===== config.mk =====
export PLATFORM = sky130hd
export DESIGN_NAME = utf_core
export DESIGN_NICKNAME = d
export VERILOG_FILES = /design/src/rtl/utf_core.v /design/src/rtl/utf_fifo.v
export VERILOG_INCLUDE_DIRS = /design/src /design/src/inc
export SDC_FILE = /design/constraint.sdc
export NUM_CORES = 2
export LEC_CHECK = 0
export BUFFER_PORTS_ARGS = -buffer_cell sky130_fd_sc_hd__clkbuf_2
export CAP_MARGIN = 15
export CORE_AREA = 2 2 420 422
export DETAILED_ROUTE_END_ITERATION = 10
export DIE_AREA = 0 0 422 424
export MAX_ROUTING_LAYER = met4
export PLACE_DENSITY = 0.86
export SLEW_MARGIN = 20
export SYNTH_ARGS = -nofsm -noshare
export SYNTH_HDL_FRONTEND = slang
export SYNTH_SLANG_ARGS = --single-unit

===== constraint.sdc =====
create_clock -name clock_i -period 4.5 [get_ports clock_i]
set_input_delay 0.225 -clock clock_i [delete_from_list [all_inputs] [get_ports clock_i]]
set_output_delay 0.225 -clock clock_i [all_outputs]
set_load 0.01 [all_outputs]

===== src/inc/utf_consts.vh =====
`ifndef UTF_CONSTS_VH
`define UTF_CONSTS_VH

// Register offsets on the plain register port
`define UTF_OFS_HOLD     4'h0
`define UTF_OFS_IER      4'h1
`define UTF_OFS_ISR_FCR  4'h2
`define UTF_OFS_LCR      4'h3
`define UTF_OFS_MCR      4'h4
`define UTF_OFS_LSR      4'h5
`define UTF_OFS_EFR      4'h6
`define UTF_OFS_RXTRIG   4'h7
`define UTF_OFS_TXTRIG   4'h8
`define UTF_OFS_HYST     4'h9

// Reset values
`define UTF_RST_IER      8'h00
`define UTF_RST_FCR      8'h00
`define UTF_RST_LCR      8'h03
`define UTF_RST_MCR      8'h00
`define UTF_RST_EFR      8'h00
`define UTF_RST_RXTRIG   8'h08
`define UTF_RST_TXTRIG   8'h08
`define UTF_RST_HYST     8'h04

// Field positions
`define UTF_FCR_FIFO_EN  0
`define UTF_FCR_RX_FLUSH 1
`define UTF_FCR_TX_FLUSH 2
`define UTF_FCR_PROG_TBL 3
`define UTF_FCR_TRIG_LO  4
`define UTF_FCR_TRIG_HI  5
`define UTF_LCR_STOP2    2
`define UTF_LCR_PAR_EN   3
`define UTF_LCR_PAR_EVEN 4
`define UTF_MCR_RTS      1
`define UTF_EFR_ENH      4
`define UTF_EFR_ARTS     6
`define UTF_EFR_ACTS     7
`define UTF_IER_RX       0
`define UTF_IER_TX       1
`define UTF_IER_RTS      6
`define UTF_IER_CTS      7
`define UTF_ISR_NONE     0
`define UTF_ISR_TX       1
`define UTF_ISR_RX       2
`define UTF_ISR_TOUT     3
`define UTF_ISR_FLOW     5

// FIFO geometry
`define UTF_FIFO_DEPTH   8'd128
`define UTF_PTR_W        7
`define UTF_CNT_W        8

// Timing in 16x sampling ticks; the time-out extra is in bit times
`define UTF_TICKS_BIT    4'd15
`define UTF_TICKS_HALF   4'd7
`define UTF_TOUT_EXTRA   10'd12

// Fixed trigger table levels and their hysteresis neighbours
`define UTF_TBL_L0       8'd8
`define UTF_TBL_L1       8'd16
`define UTF_TBL_L2       8'd24
`define UTF_TBL_L3       8'd28
`define UTF_TBL_TOP      8'd32
`define UTF_TBL_BOT      8'd0

`endif


===== src/rtl/utf_core.v =====
// Summary of operation
// - Each serial bit holds the line for sixteen 16x ticks.
// - Frame: start, data LSB first, optional parity, one or two stops.
// - In FIFO mode each holding write pushes into the 128-byte TX FIFO.
// - Non-FIFO: bit 5 sets on move to shifter; bit 6 when holding byte and shifter empty.
// - Non-FIFO: empty holding byte flags source bit 1 if enable bit 1 set.
// - FIFO mode: bit 5 is FIFO empty; bit 6 is FIFO and shifter empty.
// - FIFO mode: TX interrupt when fill is below TX trigger, enable bit 1.
// - After a falling edge, sample at tick eight; high means false start.
// - Bits sampled mid-bit; parity, framing, break go to status bits 2-4.
// - Receive FIFO is 128 entries of data byte plus three error tags.
// - Reading the RX holding byte pops and shows next byte's tags at once.
// - RX interrupt per byte, or at FIFO trigger level; enable bit 0.
// - Data waiting, four characters plus twelve bits idle: time-out.
// - Auto RTS needs both enhanced bit 6 and modem bit 1, in either order, before it runs.
// - Fixed tables: RTS off at next level up, on at next level down.
// - Programmable: RTS follows hysteresis limits; interrupt at trigger.
// - Receiver keeps filling the FIFO after RTS goes high until full.
// - Enable bit 6, locked by enhanced bit 4: RTS off flags source bit 5.
// - Auto CTS with CTS high stops transmit after the current stop bit.
// - Suspended transmitter resumes when CTS returns low.
// - Enable bit 7, locked by enhanced bit 4: CTS high flags source bit 5.
// - Word-length field picks five to eight data bits for both directions.
//
// Design decisions made here: the address map and strobed register access.
`timescale 1ns/10ps
`include "utf_consts.vh"

module utf_core (
  input  wire       clock_i,
  input  wire       reset_i,
  input  wire [3:0] addr_i,
  input  wire [7:0] wdata_i,
  input  wire       wr_i,
  input  wire       rd_i,
  output reg  [7:0] rdata_o,
  input  wire       tick16_i,
  input  wire       rx_i,
  output wire       tx_o,
  input  wire       cts_n_i,
  output wire       rts_n_o,
  output wire       irq_o
);

  localparam S_IDLE  = 3'd0;
  localparam S_START = 3'd1;
  localparam S_DATA  = 3'd2;
  localparam S_PAR   = 3'd3;
  localparam S_STOP  = 3'd4;

  reg  [7:0]  int_enable_reg_q;
  reg  [7:0]  fifo_control_reg_q;
  reg  [7:0]  line_control_reg_q;
  reg  [7:0]  modem_control_reg_q;
  reg  [7:0]  enhanced_feature_reg_q;
  reg  [7:0]  rx_trig_q;
  reg  [7:0]  tx_trig_q;
  reg  [7:0]  hyst_q;
  reg         rx_flush_q;
  reg         tx_flush_q;

  wire        fifo_en  = fifo_control_reg_q[`UTF_FCR_FIFO_EN];
  wire [3:0]  dbits    = 4'd5 + {2'b00, line_control_reg_q[1:0]};
  wire [2:0]  last_bit = dbits[2:0] - 3'd1;
  wire        par_en   = line_control_reg_q[`UTF_LCR_PAR_EN];
  wire        par_even = line_control_reg_q[`UTF_LCR_PAR_EVEN];
  wire [7:0]  limit    = fifo_en ? `UTF_FIFO_DEPTH : 8'd1;

  wire        wr_hold  = wr_i && (addr_i == `UTF_OFS_HOLD);
  wire        rd_hold  = rd_i && (addr_i == `UTF_OFS_HOLD);
  wire        rd_isr   = rd_i && (addr_i == `UTF_OFS_ISR_FCR);

  // Transmit FIFO; one entry is usable in non-FIFO mode
  wire [7:0]  tx_head;
  wire [7:0]  tx_count;
  wire        tx_pop;
  wire        tx_push = wr_hold && (tx_count < limit);

  utf_fifo #(.WIDTH(8)) u_tx_fifo (
    .clock_i     (clock_i),
    .reset_i     (reset_i),
    .flush_i     (tx_flush_q),
    .push_i      (tx_push),
    .push_data_i (wdata_i),
    .pop_i       (tx_pop),
    .head_o      (tx_head),
    .count_o     (tx_count)
  );

  // Receive FIFO of data plus break, framing and parity tags
  wire [10:0] rx_head;
  wire [7:0]  rx_count;
  reg         rx_push;
  reg  [10:0] rx_word;

  utf_fifo #(.WIDTH(11)) u_rx_fifo (
    .clock_i     (clock_i),
    .reset_i     (reset_i),
    .flush_i     (rx_flush_q),
    .push_i      (rx_push),
    .push_data_i (rx_word),
    .pop_i       (rd_hold),
    .head_o      (rx_head),
    .count_o     (rx_count)
  );

  // Empty FIFO shows zero, never a stale or unwritten head entry
  wire        rx_ready = (rx_count != 8'd0);
  wire [10:0] rx_shown = rx_ready ? rx_head : 11'h000;

  // Transmitter
  reg  [2:0]  tx_state_q;
  reg  [3:0]  tx_tick_q;
  reg  [2:0]  tx_bit_q;
  reg  [7:0]  tx_shift_register_q;
  reg         tx_par_q;
  reg         tx_line_q;
  wire        auto_cts  = enhanced_feature_reg_q[`UTF_EFR_ACTS];
  wire        cts_hold  = auto_cts && cts_n_i;
  wire        tx_idle   = (tx_state_q == S_IDLE);
  wire        tx_bitend = tick16_i && (tx_tick_q == `UTF_TICKS_BIT);
  wire [7:0]  tx_mask   = 8'hff >> (4'd8 - dbits);
  wire        tx_ones   = ^(tx_head & tx_mask);

  // A new character starts only between characters, so CTS never cuts one
  assign tx_pop = tx_idle && (tx_count != 8'd0) && !cts_hold;
  assign tx_o   = tx_line_q;

  always @(posedge clock_i) begin
    if (reset_i) begin
      tx_state_q          <= S_IDLE;
      tx_tick_q           <= 4'h0;
      tx_bit_q            <= 3'h0;
      tx_shift_register_q <= 8'h00;
      tx_par_q            <= 1'b0;
      tx_line_q           <= 1'b1;
    end else if (tx_pop) begin
      tx_state_q          <= S_START;
      tx_tick_q           <= 4'h0;
      tx_bit_q            <= 3'h0;
      tx_shift_register_q <= tx_head;
      tx_par_q            <= par_even ? tx_ones : ~tx_ones;
      tx_line_q           <= 1'b0;
    end else if (!tx_idle && tick16_i) begin
      tx_tick_q <= tx_tick_q + 4'h1;
      if (tx_bitend) begin
        case (tx_state_q)
          S_START: begin
            tx_state_q <= S_DATA;
            tx_line_q  <= tx_shift_register_q[0];
          end
          S_DATA: begin
            if (tx_bit_q == last_bit) begin
              tx_bit_q   <= 3'h0;
              tx_state_q <= par_en ? S_PAR : S_STOP;
              tx_line_q  <= par_en ? tx_par_q : 1'b1;
            end else begin
              tx_bit_q            <= tx_bit_q + 3'h1;
              tx_shift_register_q <= {1'b0, tx_shift_register_q[7:1]};
              tx_line_q           <= tx_shift_register_q[1];
            end
          end
          S_PAR: begin
            tx_state_q <= S_STOP;
            tx_line_q  <= 1'b1;
          end
          S_STOP: begin
            if (line_control_reg_q[`UTF_LCR_STOP2] && tx_bit_q == 3'h0) begin
              tx_bit_q <= 3'h1;
            end else begin
              tx_state_q <= S_IDLE;
            end
          end
          default: tx_state_q <= S_IDLE;
        endcase
      end
    end
  end

  // Receiver
  reg  [2:0]  rx_state_q;
  reg  [3:0]  rx_tick_q;
  reg  [2:0]  rx_bit_q;
  reg  [7:0]  rx_shift_register_q;
  reg         rx_par_q;
  reg         rx_any1_q;
  reg         rx_prev_q;
  wire        rx_fall   = tick16_i && rx_prev_q && !rx_i;
  wire        rx_mid    = tick16_i && (rx_tick_q == `UTF_TICKS_BIT);
  wire        rx_half   = tick16_i && (rx_tick_q == `UTF_TICKS_HALF);
  wire [7:0]  rx_align  = {rx_i, rx_shift_register_q[7:1]} >> (4'd8 - dbits);
  wire [7:0]  rx_stored = rx_shift_register_q >> (4'd8 - dbits);
  wire        rx_perr   = par_en && (par_even ? rx_par_q : ~rx_par_q);

  always @(posedge clock_i) begin
    if (reset_i) begin
      rx_state_q          <= S_IDLE;
      rx_tick_q           <= 4'h0;
      rx_bit_q            <= 3'h0;
      rx_shift_register_q <= 8'h00;
      rx_par_q            <= 1'b0;
      rx_any1_q           <= 1'b0;
      rx_prev_q           <= 1'b1;
      rx_push             <= 1'b0;
      rx_word             <= 11'h000;
    end else begin
      rx_push <= 1'b0;
      if (tick16_i) begin
        rx_prev_q <= rx_i;
        rx_tick_q <= rx_tick_q + 4'h1;
      end
      case (rx_state_q)
        S_IDLE: begin
          if (rx_fall) begin
            rx_state_q <= S_START;
            rx_tick_q  <= 4'h0;
          end
        end
        S_START: begin
          if (rx_half) begin
            rx_tick_q  <= 4'h0;
            rx_bit_q   <= 3'h0;
            rx_par_q   <= 1'b0;
            rx_any1_q  <= 1'b0;
            // A high line here was a glitch: drop it silently
            rx_state_q <= rx_i ? S_IDLE : S_DATA;
          end
        end
        S_DATA: begin
          if (rx_mid) begin
            rx_shift_register_q <= {rx_i, rx_shift_register_q[7:1]};
            rx_par_q  <= rx_par_q ^ rx_i;
            rx_any1_q <= rx_any1_q | rx_i;
            if (rx_bit_q == last_bit) begin
              rx_shift_register_q <= rx_align;
              rx_state_q <= par_en ? S_PAR : S_STOP;
            end else begin
              rx_bit_q <= rx_bit_q + 3'h1;
            end
          end
        end
        S_PAR: begin
          if (rx_mid) begin
            rx_par_q   <= rx_par_q ^ rx_i;
            rx_any1_q  <= rx_any1_q | rx_i;
            rx_state_q <= S_STOP;
          end
        end
        S_STOP: begin
          if (rx_mid) begin
            rx_state_q <= S_IDLE;
            // Keeps filling past the RTS point; only a full FIFO drops data
            rx_push    <= (rx_count < limit);
            rx_word    <= {!rx_i && !rx_any1_q, !rx_i, rx_perr,
                           rx_shift_register_q};
          end
        end
        default: rx_state_q <= S_IDLE;
      endcase
    end
  end

  // Receive time-out: four characters of data bits plus twelve bits
  reg  [9:0]  tout_cnt_q;
  reg         tout_flag_q;
  // At most 44 bits, so six bits of the sum are enough before times sixteen
  wire [9:0]  tout_bits = {4'h0, dbits, 2'b00} + `UTF_TOUT_EXTRA;
  wire [9:0]  tout_lim  = {tout_bits[5:0], 4'h0};

  always @(posedge clock_i) begin
    if (reset_i) begin
      tout_cnt_q  <= 10'h000;
      tout_flag_q <= 1'b0;
    end else if (rx_push || rd_hold || rx_count == 8'd0) begin
      tout_cnt_q  <= 10'h000;
      tout_flag_q <= 1'b0;
    end else if (tick16_i && !tout_flag_q) begin
      tout_cnt_q <= tout_cnt_q + 10'h001;
      if (tout_cnt_q == tout_lim - 10'h001) begin
        tout_flag_q <= 1'b1;
      end
    end
  end

  // Auto RTS levels
  reg  [7:0]  rts_hi;
  reg  [7:0]  rts_lo;
  reg  [7:0]  rx_level;

  // Fixed table uses its neighbours; programmable table uses hysteresis
  always @* begin
    rx_level = rx_trig_q;
    rts_hi   = rx_trig_q + hyst_q;
    rts_lo   = (rx_trig_q > hyst_q) ? rx_trig_q - hyst_q : 8'h00;
    if (!fifo_control_reg_q[`UTF_FCR_PROG_TBL]) begin
      case (fifo_control_reg_q[`UTF_FCR_TRIG_HI:`UTF_FCR_TRIG_LO])
        2'd0: begin
          rx_level = `UTF_TBL_L0;
          rts_hi   = `UTF_TBL_L1;
          rts_lo   = `UTF_TBL_BOT;
        end
        2'd1: begin
          rx_level = `UTF_TBL_L1;
          rts_hi   = `UTF_TBL_L2;
          rts_lo   = `UTF_TBL_L0;
        end
        2'd2: begin
          rx_level = `UTF_TBL_L2;
          rts_hi   = `UTF_TBL_L3;
          rts_lo   = `UTF_TBL_L1;
        end
        default: begin
          rx_level = `UTF_TBL_L3;
          rts_hi   = `UTF_TBL_TOP;
          rts_lo   = `UTF_TBL_L2;
        end
      endcase
    end
  end

  reg         rts_off_q;
  reg         cts_prev_q;
  reg         flow_ev_q;
  wire        auto_rts = enhanced_feature_reg_q[`UTF_EFR_ARTS] &&
                         modem_control_reg_q[`UTF_MCR_RTS];
  wire        rts_set  = auto_rts && !rts_off_q && (rx_count >= rts_hi);
  wire        cts_rise = auto_cts && cts_n_i && !cts_prev_q;
  wire        rts_irq  = rts_set && int_enable_reg_q[`UTF_IER_RTS];
  wire        cts_irq  = cts_rise && int_enable_reg_q[`UTF_IER_CTS];
  wire        flow_set = rts_irq || cts_irq;

  // RTS flag plus a sticky flow event that an INT_SOURCE_REG read clears; a new event in that cycle wins
  always @(posedge clock_i) begin
    if (reset_i) begin
      rts_off_q  <= 1'b0;
      cts_prev_q <= 1'b0;
      flow_ev_q  <= 1'b0;
    end else begin
      cts_prev_q <= cts_n_i;
      if (!auto_rts) begin
        rts_off_q <= 1'b0;
      end else if (rts_set) begin
        rts_off_q <= 1'b1;
      end else if (rx_count <= rts_lo) begin
        rts_off_q <= 1'b0;
      end
      if (flow_set) begin
        flow_ev_q <= 1'b1;
      end else if (rd_isr) begin
        flow_ev_q <= 1'b0;
      end
    end
  end

  // Remote sender is trusted to honour this line within one character;
  // gating by the arm bit frees the pin at once when auto RTS is dropped
  assign rts_n_o = !modem_control_reg_q[`UTF_MCR_RTS] ||
                   (auto_rts && rts_off_q);

  // Status and interrupt source
  wire        tx_hold_empty = (tx_count == 8'd0);
  wire        tx_all_empty  = tx_hold_empty && tx_idle;
  wire        tx_int_cond   = fifo_en ? (tx_count < tx_trig_q)
                                      : tx_hold_empty;
  wire        rx_int_cond   = fifo_en ? (rx_count >= rx_level)
                                      : (rx_count != 8'd0);
  wire        tx_int = tx_int_cond && int_enable_reg_q[`UTF_IER_TX];
  wire        rx_int = rx_int_cond && int_enable_reg_q[`UTF_IER_RX];
  wire        to_int = tout_flag_q && int_enable_reg_q[`UTF_IER_RX];
  wire [7:0]  line_status_reg = {1'b0, tx_all_empty, tx_hold_empty,
                                 rx_shown[10:8], 1'b0,
                                 rx_ready};
  wire [7:0]  int_source_reg  = {2'b00, flow_ev_q, 1'b0, to_int, rx_int,
                                 tx_int, !(tx_int | rx_int | to_int |
                                 flow_ev_q)};

  assign irq_o = !int_source_reg[`UTF_ISR_NONE];

  // Register writes; enables 6 and 7 are locked until enhanced bit 4
  always @(posedge clock_i) begin
    if (reset_i) begin
      int_enable_reg_q       <= `UTF_RST_IER;
      fifo_control_reg_q     <= `UTF_RST_FCR;
      line_control_reg_q     <= `UTF_RST_LCR;
      modem_control_reg_q    <= `UTF_RST_MCR;
      enhanced_feature_reg_q <= `UTF_RST_EFR;
      rx_trig_q              <= `UTF_RST_RXTRIG;
      tx_trig_q              <= `UTF_RST_TXTRIG;
      hyst_q                 <= `UTF_RST_HYST;
      rx_flush_q             <= 1'b0;
      tx_flush_q             <= 1'b0;
    end else begin
      rx_flush_q <= 1'b0;
      tx_flush_q <= 1'b0;
      if (wr_i) begin
        case (addr_i)
          `UTF_OFS_IER: begin
            int_enable_reg_q <= enhanced_feature_reg_q[`UTF_EFR_ENH] ?
                                wdata_i : {2'b00, wdata_i[5:0]};
          end
          `UTF_OFS_ISR_FCR: begin
            fifo_control_reg_q <= wdata_i;
            rx_flush_q <= wdata_i[`UTF_FCR_RX_FLUSH] ||
                          (wdata_i[0] != fifo_en);
            tx_flush_q <= wdata_i[`UTF_FCR_TX_FLUSH] ||
                          (wdata_i[0] != fifo_en);
          end
          `UTF_OFS_LCR:    line_control_reg_q     <= wdata_i;
          `UTF_OFS_MCR:    modem_control_reg_q    <= wdata_i;
          `UTF_OFS_EFR:    enhanced_feature_reg_q <= wdata_i;
          `UTF_OFS_RXTRIG: rx_trig_q              <= wdata_i;
          `UTF_OFS_TXTRIG: tx_trig_q              <= wdata_i;
          `UTF_OFS_HYST:   hyst_q                 <= wdata_i;
          default: ;
        endcase
      end
    end
  end

  // Read data stands for the one cycle after the strobe
  always @(posedge clock_i) begin
    if (reset_i) begin
      rdata_o <= 8'h00;
    end else if (rd_i) begin
      case (addr_i)
        `UTF_OFS_HOLD:    rdata_o <= rx_shown[7:0];
        `UTF_OFS_IER:     rdata_o <= int_enable_reg_q;
        `UTF_OFS_ISR_FCR: rdata_o <= int_source_reg;
        `UTF_OFS_LCR:     rdata_o <= line_control_reg_q;
        `UTF_OFS_MCR:     rdata_o <= modem_control_reg_q;
        `UTF_OFS_LSR:     rdata_o <= line_status_reg;
        `UTF_OFS_EFR:     rdata_o <= enhanced_feature_reg_q;
        `UTF_OFS_RXTRIG:  rdata_o <= rx_trig_q;
        `UTF_OFS_TXTRIG:  rdata_o <= tx_trig_q;
        `UTF_OFS_HYST:    rdata_o <= hyst_q;
        default:          rdata_o <= 8'h00;
      endcase
    end else begin
      rdata_o <= 8'h00;
    end
  end

endmodule


===== src/rtl/utf_fifo.v =====
`timescale 1ns/10ps
`include "utf_consts.vh"

module utf_fifo #(
  parameter WIDTH = 8
) (
  input  wire                  clock_i,
  input  wire                  reset_i,
  input  wire                  flush_i,
  input  wire                  push_i,
  input  wire [WIDTH-1:0]      push_data_i,
  input  wire                  pop_i,
  output wire [WIDTH-1:0]      head_o,
  output wire [`UTF_CNT_W-1:0] count_o
);

  reg [WIDTH-1:0]      mem_q [0:127];
  reg [`UTF_PTR_W-1:0] wr_ptr_q;
  reg [`UTF_PTR_W-1:0] rd_ptr_q;
  reg [`UTF_CNT_W-1:0] count_q;
  wire                 push_ok;
  wire                 pop_ok;

  // Overflowing pushes and underflowing pops are dropped here
  assign push_ok = push_i && (count_q != `UTF_FIFO_DEPTH);
  assign pop_ok  = pop_i && (count_q != 8'd0);
  assign head_o  = mem_q[rd_ptr_q];
  assign count_o = count_q;

  // Storage has no reset; only pointers define what is valid
  always @(posedge clock_i) begin
    if (push_ok) begin
      mem_q[wr_ptr_q] <= push_data_i;
    end
  end

  // Pointers wrap naturally at 128 entries
  always @(posedge clock_i) begin
    if (reset_i || flush_i) begin
      wr_ptr_q <= 7'h00;
      rd_ptr_q <= 7'h00;
      count_q  <= 8'h00;
    end else begin
      if (push_ok) begin
        wr_ptr_q <= wr_ptr_q + 7'h01;
      end
      if (pop_ok) begin
        rd_ptr_q <= rd_ptr_q + 7'h01;
      end
      case ({push_ok, pop_ok})
        2'b10:   count_q <= count_q + 8'h01;
        2'b01:   count_q <= count_q - 8'h01;
        default: count_q <= count_q;
      endcase
    end
  end

endmodule


* Word-level counts from Yosys, hierarchy flattened
Memory sizes are Yosys's and may differ from the RTL's. A register that Yosys moved wholly into a read port is not among the register bits.
Index checks and enable logic that the tools add are counted.
** Word-level totals
- Register bits after elaboration :: 183
- Memory bits (writable) :: 2432
- Input port bits :: 19
- Memories kept :: 2
** Memory list
- u_rx_fifo.mem_q :: words 128, width 11, rd ports 1, clocked after Yosys merged registers in 1, write ports 1, line utf_fifo.v:17 : reg [WIDTH-1:0] mem_q [0:127];
- u_tx_fifo.mem_q :: words 128, width 8, rd ports 1, clocked after Yosys merged registers in 1, write ports 1, line utf_fifo.v:17
** Cells by class
- $add $sub $neg :: 20
- Magnitude comparators :: 7
- Equality and inequality tests :: 46
- Shift-type cells :: 2
- Muxes and demuxes :: 72
- Bitwise operators :: 14
- Reductions and logical operators :: 96
** Operators with widths (count)
- 8-bit 2-to-1 mux :: 12
- 8-bit case mux with 10 select lines :: 1
- 3-bit 2-to-1 mux :: 14
- 1-bit logical AND :: 32
- 8-bit case mux with 2 select lines :: 2
- 5-bit case mux with 3 select lines :: 2
- 7-bit by 1-bit adder with 7-bit output (second input constant) :: 4
- 7-bit 2-to-1 mux :: 4
- 8-bit < comparator :: 3
- 1-bit 2-to-1 mux :: 23
- 2-bit AND reduction :: 11
- 4-bit by 3-bit equality test with 1-bit output (second input constant) :: 5
- 2-bit inequality test (second input constant) :: 10
- 4-bit AND reduction :: 5
- 2-bit nonzero test :: 10
- 6-bit case mux with 3 select lines :: 1
- 8-bit by 1-bit adder with 8-bit output (second input constant) :: 2
- 4-bit equality test (second input constant) :: 4
- 8-bit >= comparator :: 2
- 8-bit logical NOT :: 2
- 8-bit inequality test (second input constant) :: 2
- 8-bit nonzero test :: 2
- 8-bit by 1-bit subtractor with 8-bit output (second input constant) :: 2
- 3-bit case mux with 5 select lines :: 1
- 49 further kinds :: 101

* Logic depth before layout (Yosys ltp)
- Word-level depth :: 11
- Gate-level depth with buffers :: 21

* Hierarchy
From an unflattened synthesis, not the netlist that was laid out.
** Unflattened totals
- Cell total of the unflattened synthesis :: 6171
- Area total of the unflattened synthesis :: 105451.1 um2
** By module, submodules not included
- utf_fifo at u_rx_fifo :: times used 1, cells an instance 2913, area an instance 55833.5 um2
- utf_fifo at u_tx_fifo :: times used 1, cells an instance 2222, area an instance 41260.8 um2
- utf_core :: times used 1, cells an instance 1036, area an instance 8356.8 um2

* Worst setup path before layout
No wires, ideal clock.
- Path kind :: reg2reg
- Start point :: register fifo_control_reg_q[0]
- End point :: register u_tx_fifo.count_q[7], in the netlist u_tx_fifo.count_o[7]
- Data arrival time :: 3643 ps
- Setup slack :: 787 ps
- Cell stages (with the launch flop) :: 18
- Period minus slack after synthesis :: 3713 ps
- Cell sequence :: dfxtp_1 > clkbuf_1 > inv_1 > ha_1 > nand3b_1 > a311oi_1 > inv_1 > ha_1 > ha_1 > a21o_1 > a21oi_1 > o21bai_1 > a21oi_1 > o21bai_1 > a21oi_1 > xnor2_1 > or3_1 > a21oi_1
** On the way
- Longest elaborated chain between the ends :: 6
- Elaborated cells between the ends (all ways) :: 8
- Classes of those cells :: order compare (1); eq/ne (2); mux (2); reduce/logical (3)
** RTL lines
- from (decl) :: line utf_core.v:52 : reg [7:0] fifo_control_reg_q;
- from (signal assigned) :: line utf_core.v:383 : fifo_control_reg_q <= `UTF_RST_FCR;
- from (signal assigned) :: line utf_core.v:402 : fifo_control_reg_q <= wdata_i;
- 8-bit 2-to-1 mux * :: line utf_core.v:67 : wire [7:0] limit = fifo_en ? `UTF_FIFO_DEPTH : 8'd1;
- 8-bit < comparator * :: line utf_core.v:77 : wire tx_push = wr_hold && (tx_count < limit);
- 1-bit logical AND * :: line utf_core.v:77
- 1-bit logical AND * :: line utf_fifo.v:25 : assign push_ok = push_i && (count_q != `UTF_FIFO_DEPTH);
- 2-bit by 1-bit equality test with 1-bit output / 2-bit equality test (equally long branches) :: line utf_fifo.v:50 : case ({push_ok, pop_ok})
- 8-bit case mux with 2 select lines / 2-bit nonzero test (equally long branches)
- to (signal assigned) :: line utf_fifo.v:51 : 2'b10: count_q <= count_q + 8'h01;
- to (signal assigned) :: line utf_fifo.v:52 : 2'b01: count_q <= count_q - 8'h01;
- to (signal assigned) :: line utf_fifo.v:53 : default: count_q <= count_q;
- to (decl) :: line utf_fifo.v:20 : reg [`UTF_CNT_W-1:0] count_q;
Mark *: on every way between the ends. The rest lies on a longest branch, timed or not.
A chain may end at the register's enable or synchronous reset.

* Final worst setup path
- Start point :: register u_rx_fifo.count_q[3], in the netlist u_rx_fifo.count_o[3]
- End point :: register u_rx_fifo.count_q[7], in the netlist u_rx_fifo.count_o[7]
** On the way
- Longest elaborated chain between the ends :: 4
- Elaborated cells between the ends (all ways) :: 10
- Classes of those cells :: add/sub (2); eq/ne (3); mux (1); reduce/logical (4)
** RTL lines (line)
- from (decl) :: utf_fifo.v:20
- from (signal assigned) :: utf_fifo.v:51
- from (signal assigned) :: utf_fifo.v:52
- from (signal assigned) :: utf_fifo.v:53
- parallel branches: the longest is 4 deep, another holds 8-bit by 1-bit subtractor with 8-bit output
Parallel ways; which one is timed is not known.

==> flow_summary.toml <==
[cts]
cts_tree = "built"
clk_pin_slew_ns = 0.08
cts.path.max_buffers = 3
clock-root-buffer = "clkbuf_16"
htree_levels = 4
post-cts-setup-buffer-count = 0
cts-buffers-inserted = 233
insertion_delay_ns = 0.91
cts.sinks = 2627

[global_routing]
grt_max_degree = 99
grt_overflow = 0
grt_usage_pct = 34.6
grt_pass1_vias = 57883
grt_pass1_wl_um = 428000
antenna_found_initial = 18

[floorplan]
ios = 30
dieArea_sq_mm = 0.179
start_util_pct = 59.6
core-area_sq_mm = 0.175
fp.dieW_um = 422
rows = 154
fp.dieH_um = 424

[synthesis]
syn_avg_cell_area_sq_um = 20.0
yosysTopAreaCell = "edfxtp_1"
seq_area_frac_synth_pct = 73.8
synth_cell_types = 67
synthArstFlopShare_pct = 0
synth_edf_count = 2432
ys_ff_latch = 2627
synthSimpleGateAreaFrac_pct = 3.71
yosys.area.top_type_share_pct = 70.1
syn_area_sq_mm = 0.104
synthCells = 5200
syn-num-nets = 5302
synth_compound_area_share_pct = 1.95
synth_ff_type = "edfxtp_1"
netlist_top_cells_area = "edfxtp_1 70%, mux4_2 16%, dfxtp_1 3.7%"
ys_warn_count = 0
synth_top_family_by_area = "multiplexers"
synthAdderAreaFrac_pct = 1.03
synth_xor_area_share_pct = 0.657
synthMuxAreaShare_pct = 17.5

[route]
drc = 0
routedWlPerCell_um = 37.7
antenna_left = 0
wl_um = 303000
vias_per_cell = 7.24
wl_met3_um = 35900
drt_iter0_drc = 10402
vias = 58180
dr.pass1.iters = 8
routed.top_layer = "met4"
wl_met2_um = 149000
wl_met1_um = 94600

[pwr]
internal_power_mw = 39.6
sw_frac_of_total_pct = 23.9
p_sw_mw = 12.4
power_frac_comb_pct = 9.9
max-vdd-ir-drop_v = 0.000397
seq_power_share_pct = 51.5
powerDensity_mw_per_mm2 = 447
total_power_mw = 52.0
power_leakage_nw = 35.1
clkPwrFrac_pct = 38.6

[sta]
skew_ns = 0.0544
tns_ns = 0
grt_setup_unrepaired = "false"
fin_ws_ns = 0.121
fmax_mhz = 228
setup_viol_count_final = 0
finalCriticalPeriod_ns = 4.38
relSlewSlack_pct = 18.6
finalCritPeriodShare_pct = 97.3
drv_slew = 0
tightest_slew_ns = 1.22
hold_viol_final = 0

[critical_path]
worst-setup-path-type = "flop to flop"
reg2reg_from = "u_rx_fifo.count_o[3]"
r2r_end = "u_rx_fifo.count_o[7]"
cp_max_fo = 7
arrival_ns = 5.19
startpoint_type = "flop"
required_ns = 5.31
path_common_cell = "a21oi_1"
reg2reg_slack_ns = 0.12
max_stage_delay_ns = 0.44
crit_chain = "nor4_1 > nand2_1 > or2_2 > and3_1 > ha_1 > ha_1 > a21o_1 > a21oi_1 > o21bai_1 > a21oi_1 > o21bai_1 > a21oi_1 > xnor2_1 > or3_1 > a21oi_1"
cp-end-kind = "flop"
reg2reg_depth = 15
cp_slowest_cell = "nor4_1"

[place]
dp_slack_ns = 0.502
dp_cells = 7564
placed_area_sq_mm = 0.109
io_buffers = 29
place_congestion = 0.963
dp_hpwl_um = 167000

[hold_path]
whs_path_depth = 1
hold_end = "u_tx_fifo.mem_q[77][7]"
min_from = "wdata_i[7]"
hold_class = "primary input to flop"

[final_layout]
drive_gt1_share_pct = 25.6
fillers = 10214
final_area_sq_mm = 0.116
final_cell_count_no_fill = 8033
syn_to_final_growth_pct = 11.6
multi_input_area_sq_mm = 0.0259
final_nets = 5579
most-common-layout-cells = "2,432 x edfxtp_1, 739 x mux4_2, 487 x nor2_1"
final_common_cell = "edfxtp_1"
seq_area_sq_mm = 0.0770

[run_status]
status = "completed"

[job]
cap_violations = 0
==> per-layer routing <==
layer  up-vias  GRT usage (%)
met2      5881           55.2
met3      1280           6.83
li1      21747              -
met5         -              -
met1     29272           41.6
met4         0           20.3
==> power by group through the flow <==
stage                     sequential (mW)  clock, mW  combinational, mW
final                                26.8       20.0               5.16
after global routing                 26.7       20.8               5.37
after CTS                            26.7       20.0               5.10
after detailed placement             27.3          0               4.97
after global placement               27.3          0               4.83
after floorplan                      27.1          0               3.59
==> flip-flops by register name (all words and copies together), names as in the netlist, 10 cells and up, named ones only <==
signal and flops:
rx_word 11, u_tx_fifo.mem_q 1024, tout_cnt_q 10, u_rx_fifo.mem_q 1408
==> repair_timing <==
| action | 4_1_cts | 5_1_grt |
|---|---|---|
| gates resized for setup | 1 | 0 |
| hold endpoints to repair | 259 | 0 |
| endpoints found under the setup margin | 1 | 0 |
| hold buffers | 14 | 0 |
==> cells in the mapped netlist, drive strengths merged (32+ instances only) <==
| cell | count |
|---|---|
| edfxtp | 2432 |
| mux4 | 739 |
| nor2 | 502 |
| dfxtp | 195 |
| clkbuf | 167 |
| nand2 | 142 |
| mux2i | 117 |
| buf | 110 |
| a21oi | 95 |
| ha | 79 |
| nand3 | 63 |
| inv | 55 |
| nor2b | 43 |
| xor2 | 41 |
| o21ai | 35 |
| mux2 | 34 |
| xnor2 | 32 |
==> cells by family (layout without fill, tap and decap cells) <==
logic type | Yosys count | in the layout
xor+xnor | 75 | 75
mux | 890 | 890
other cells | 0 | 18
flops | 2627 | 2627
compound gates | 308 | 308
buf+inv | 332 | 807
fa+ha+maj | 83 | 83
simple gates | 885 | 885
==> worst max-delay path, delay by kind of cell, from the launching register on <==
| kind | cells | cell delay, ns |
|---|---|---|
| DFF | 1 | 0.39 |
| xor gates and xnor gates | 1 | 0.14 |
| AOI/OAI and AO/OA | 7 | 1.44 |
| and+or+nand+nor | 5 | 1.61 |
| adders and majority gates | 2 | 0.70 |
==> worst max path at each step <==
stage | startpoint | to | slack [ns]
3_3_place_gp | flop | tx_par_q | 0.46
6_report | u_rx_fifo.count_o[3] | u_rx_fifo.count_o[7] | 0.12
2_1_floorplan | fifo_control_reg_q[0] | u_tx_fifo.count_o[7] | 0.79
3_5_place_dp | flop | tx_par_q | 0.50
4_1_cts | fifo_control_reg_q[4] | irq_o | 0.20
5_1_grt | u_rx_fifo.count_o[3] | u_rx_fifo.count_o[7] | 0.02
==> final cells by class <==
cell class / count / area share, %
multi-input cells: 2241 / 22.3
inverters: 55 / 0.180
repair buffers: 319 / 2.45
flip-flops and latches: 2627 / 66.2
clock buffers: 295 / 5.30
well taps: 2340 / 2.52
clock inverters: 138 / 1.07
diodes: 18 / 0.0387
==> through the flow <==
stage	utilization [%]	hold WS, ns
finish	66.5	0.0344
global route	66.5	0.0744
CTS	66.4	0.0241
detailed placement	62.1	0.464
global placement	62.1	0.447
floorplan	-	0.324
No activity file was read; power rests on OpenSTA's default activity.
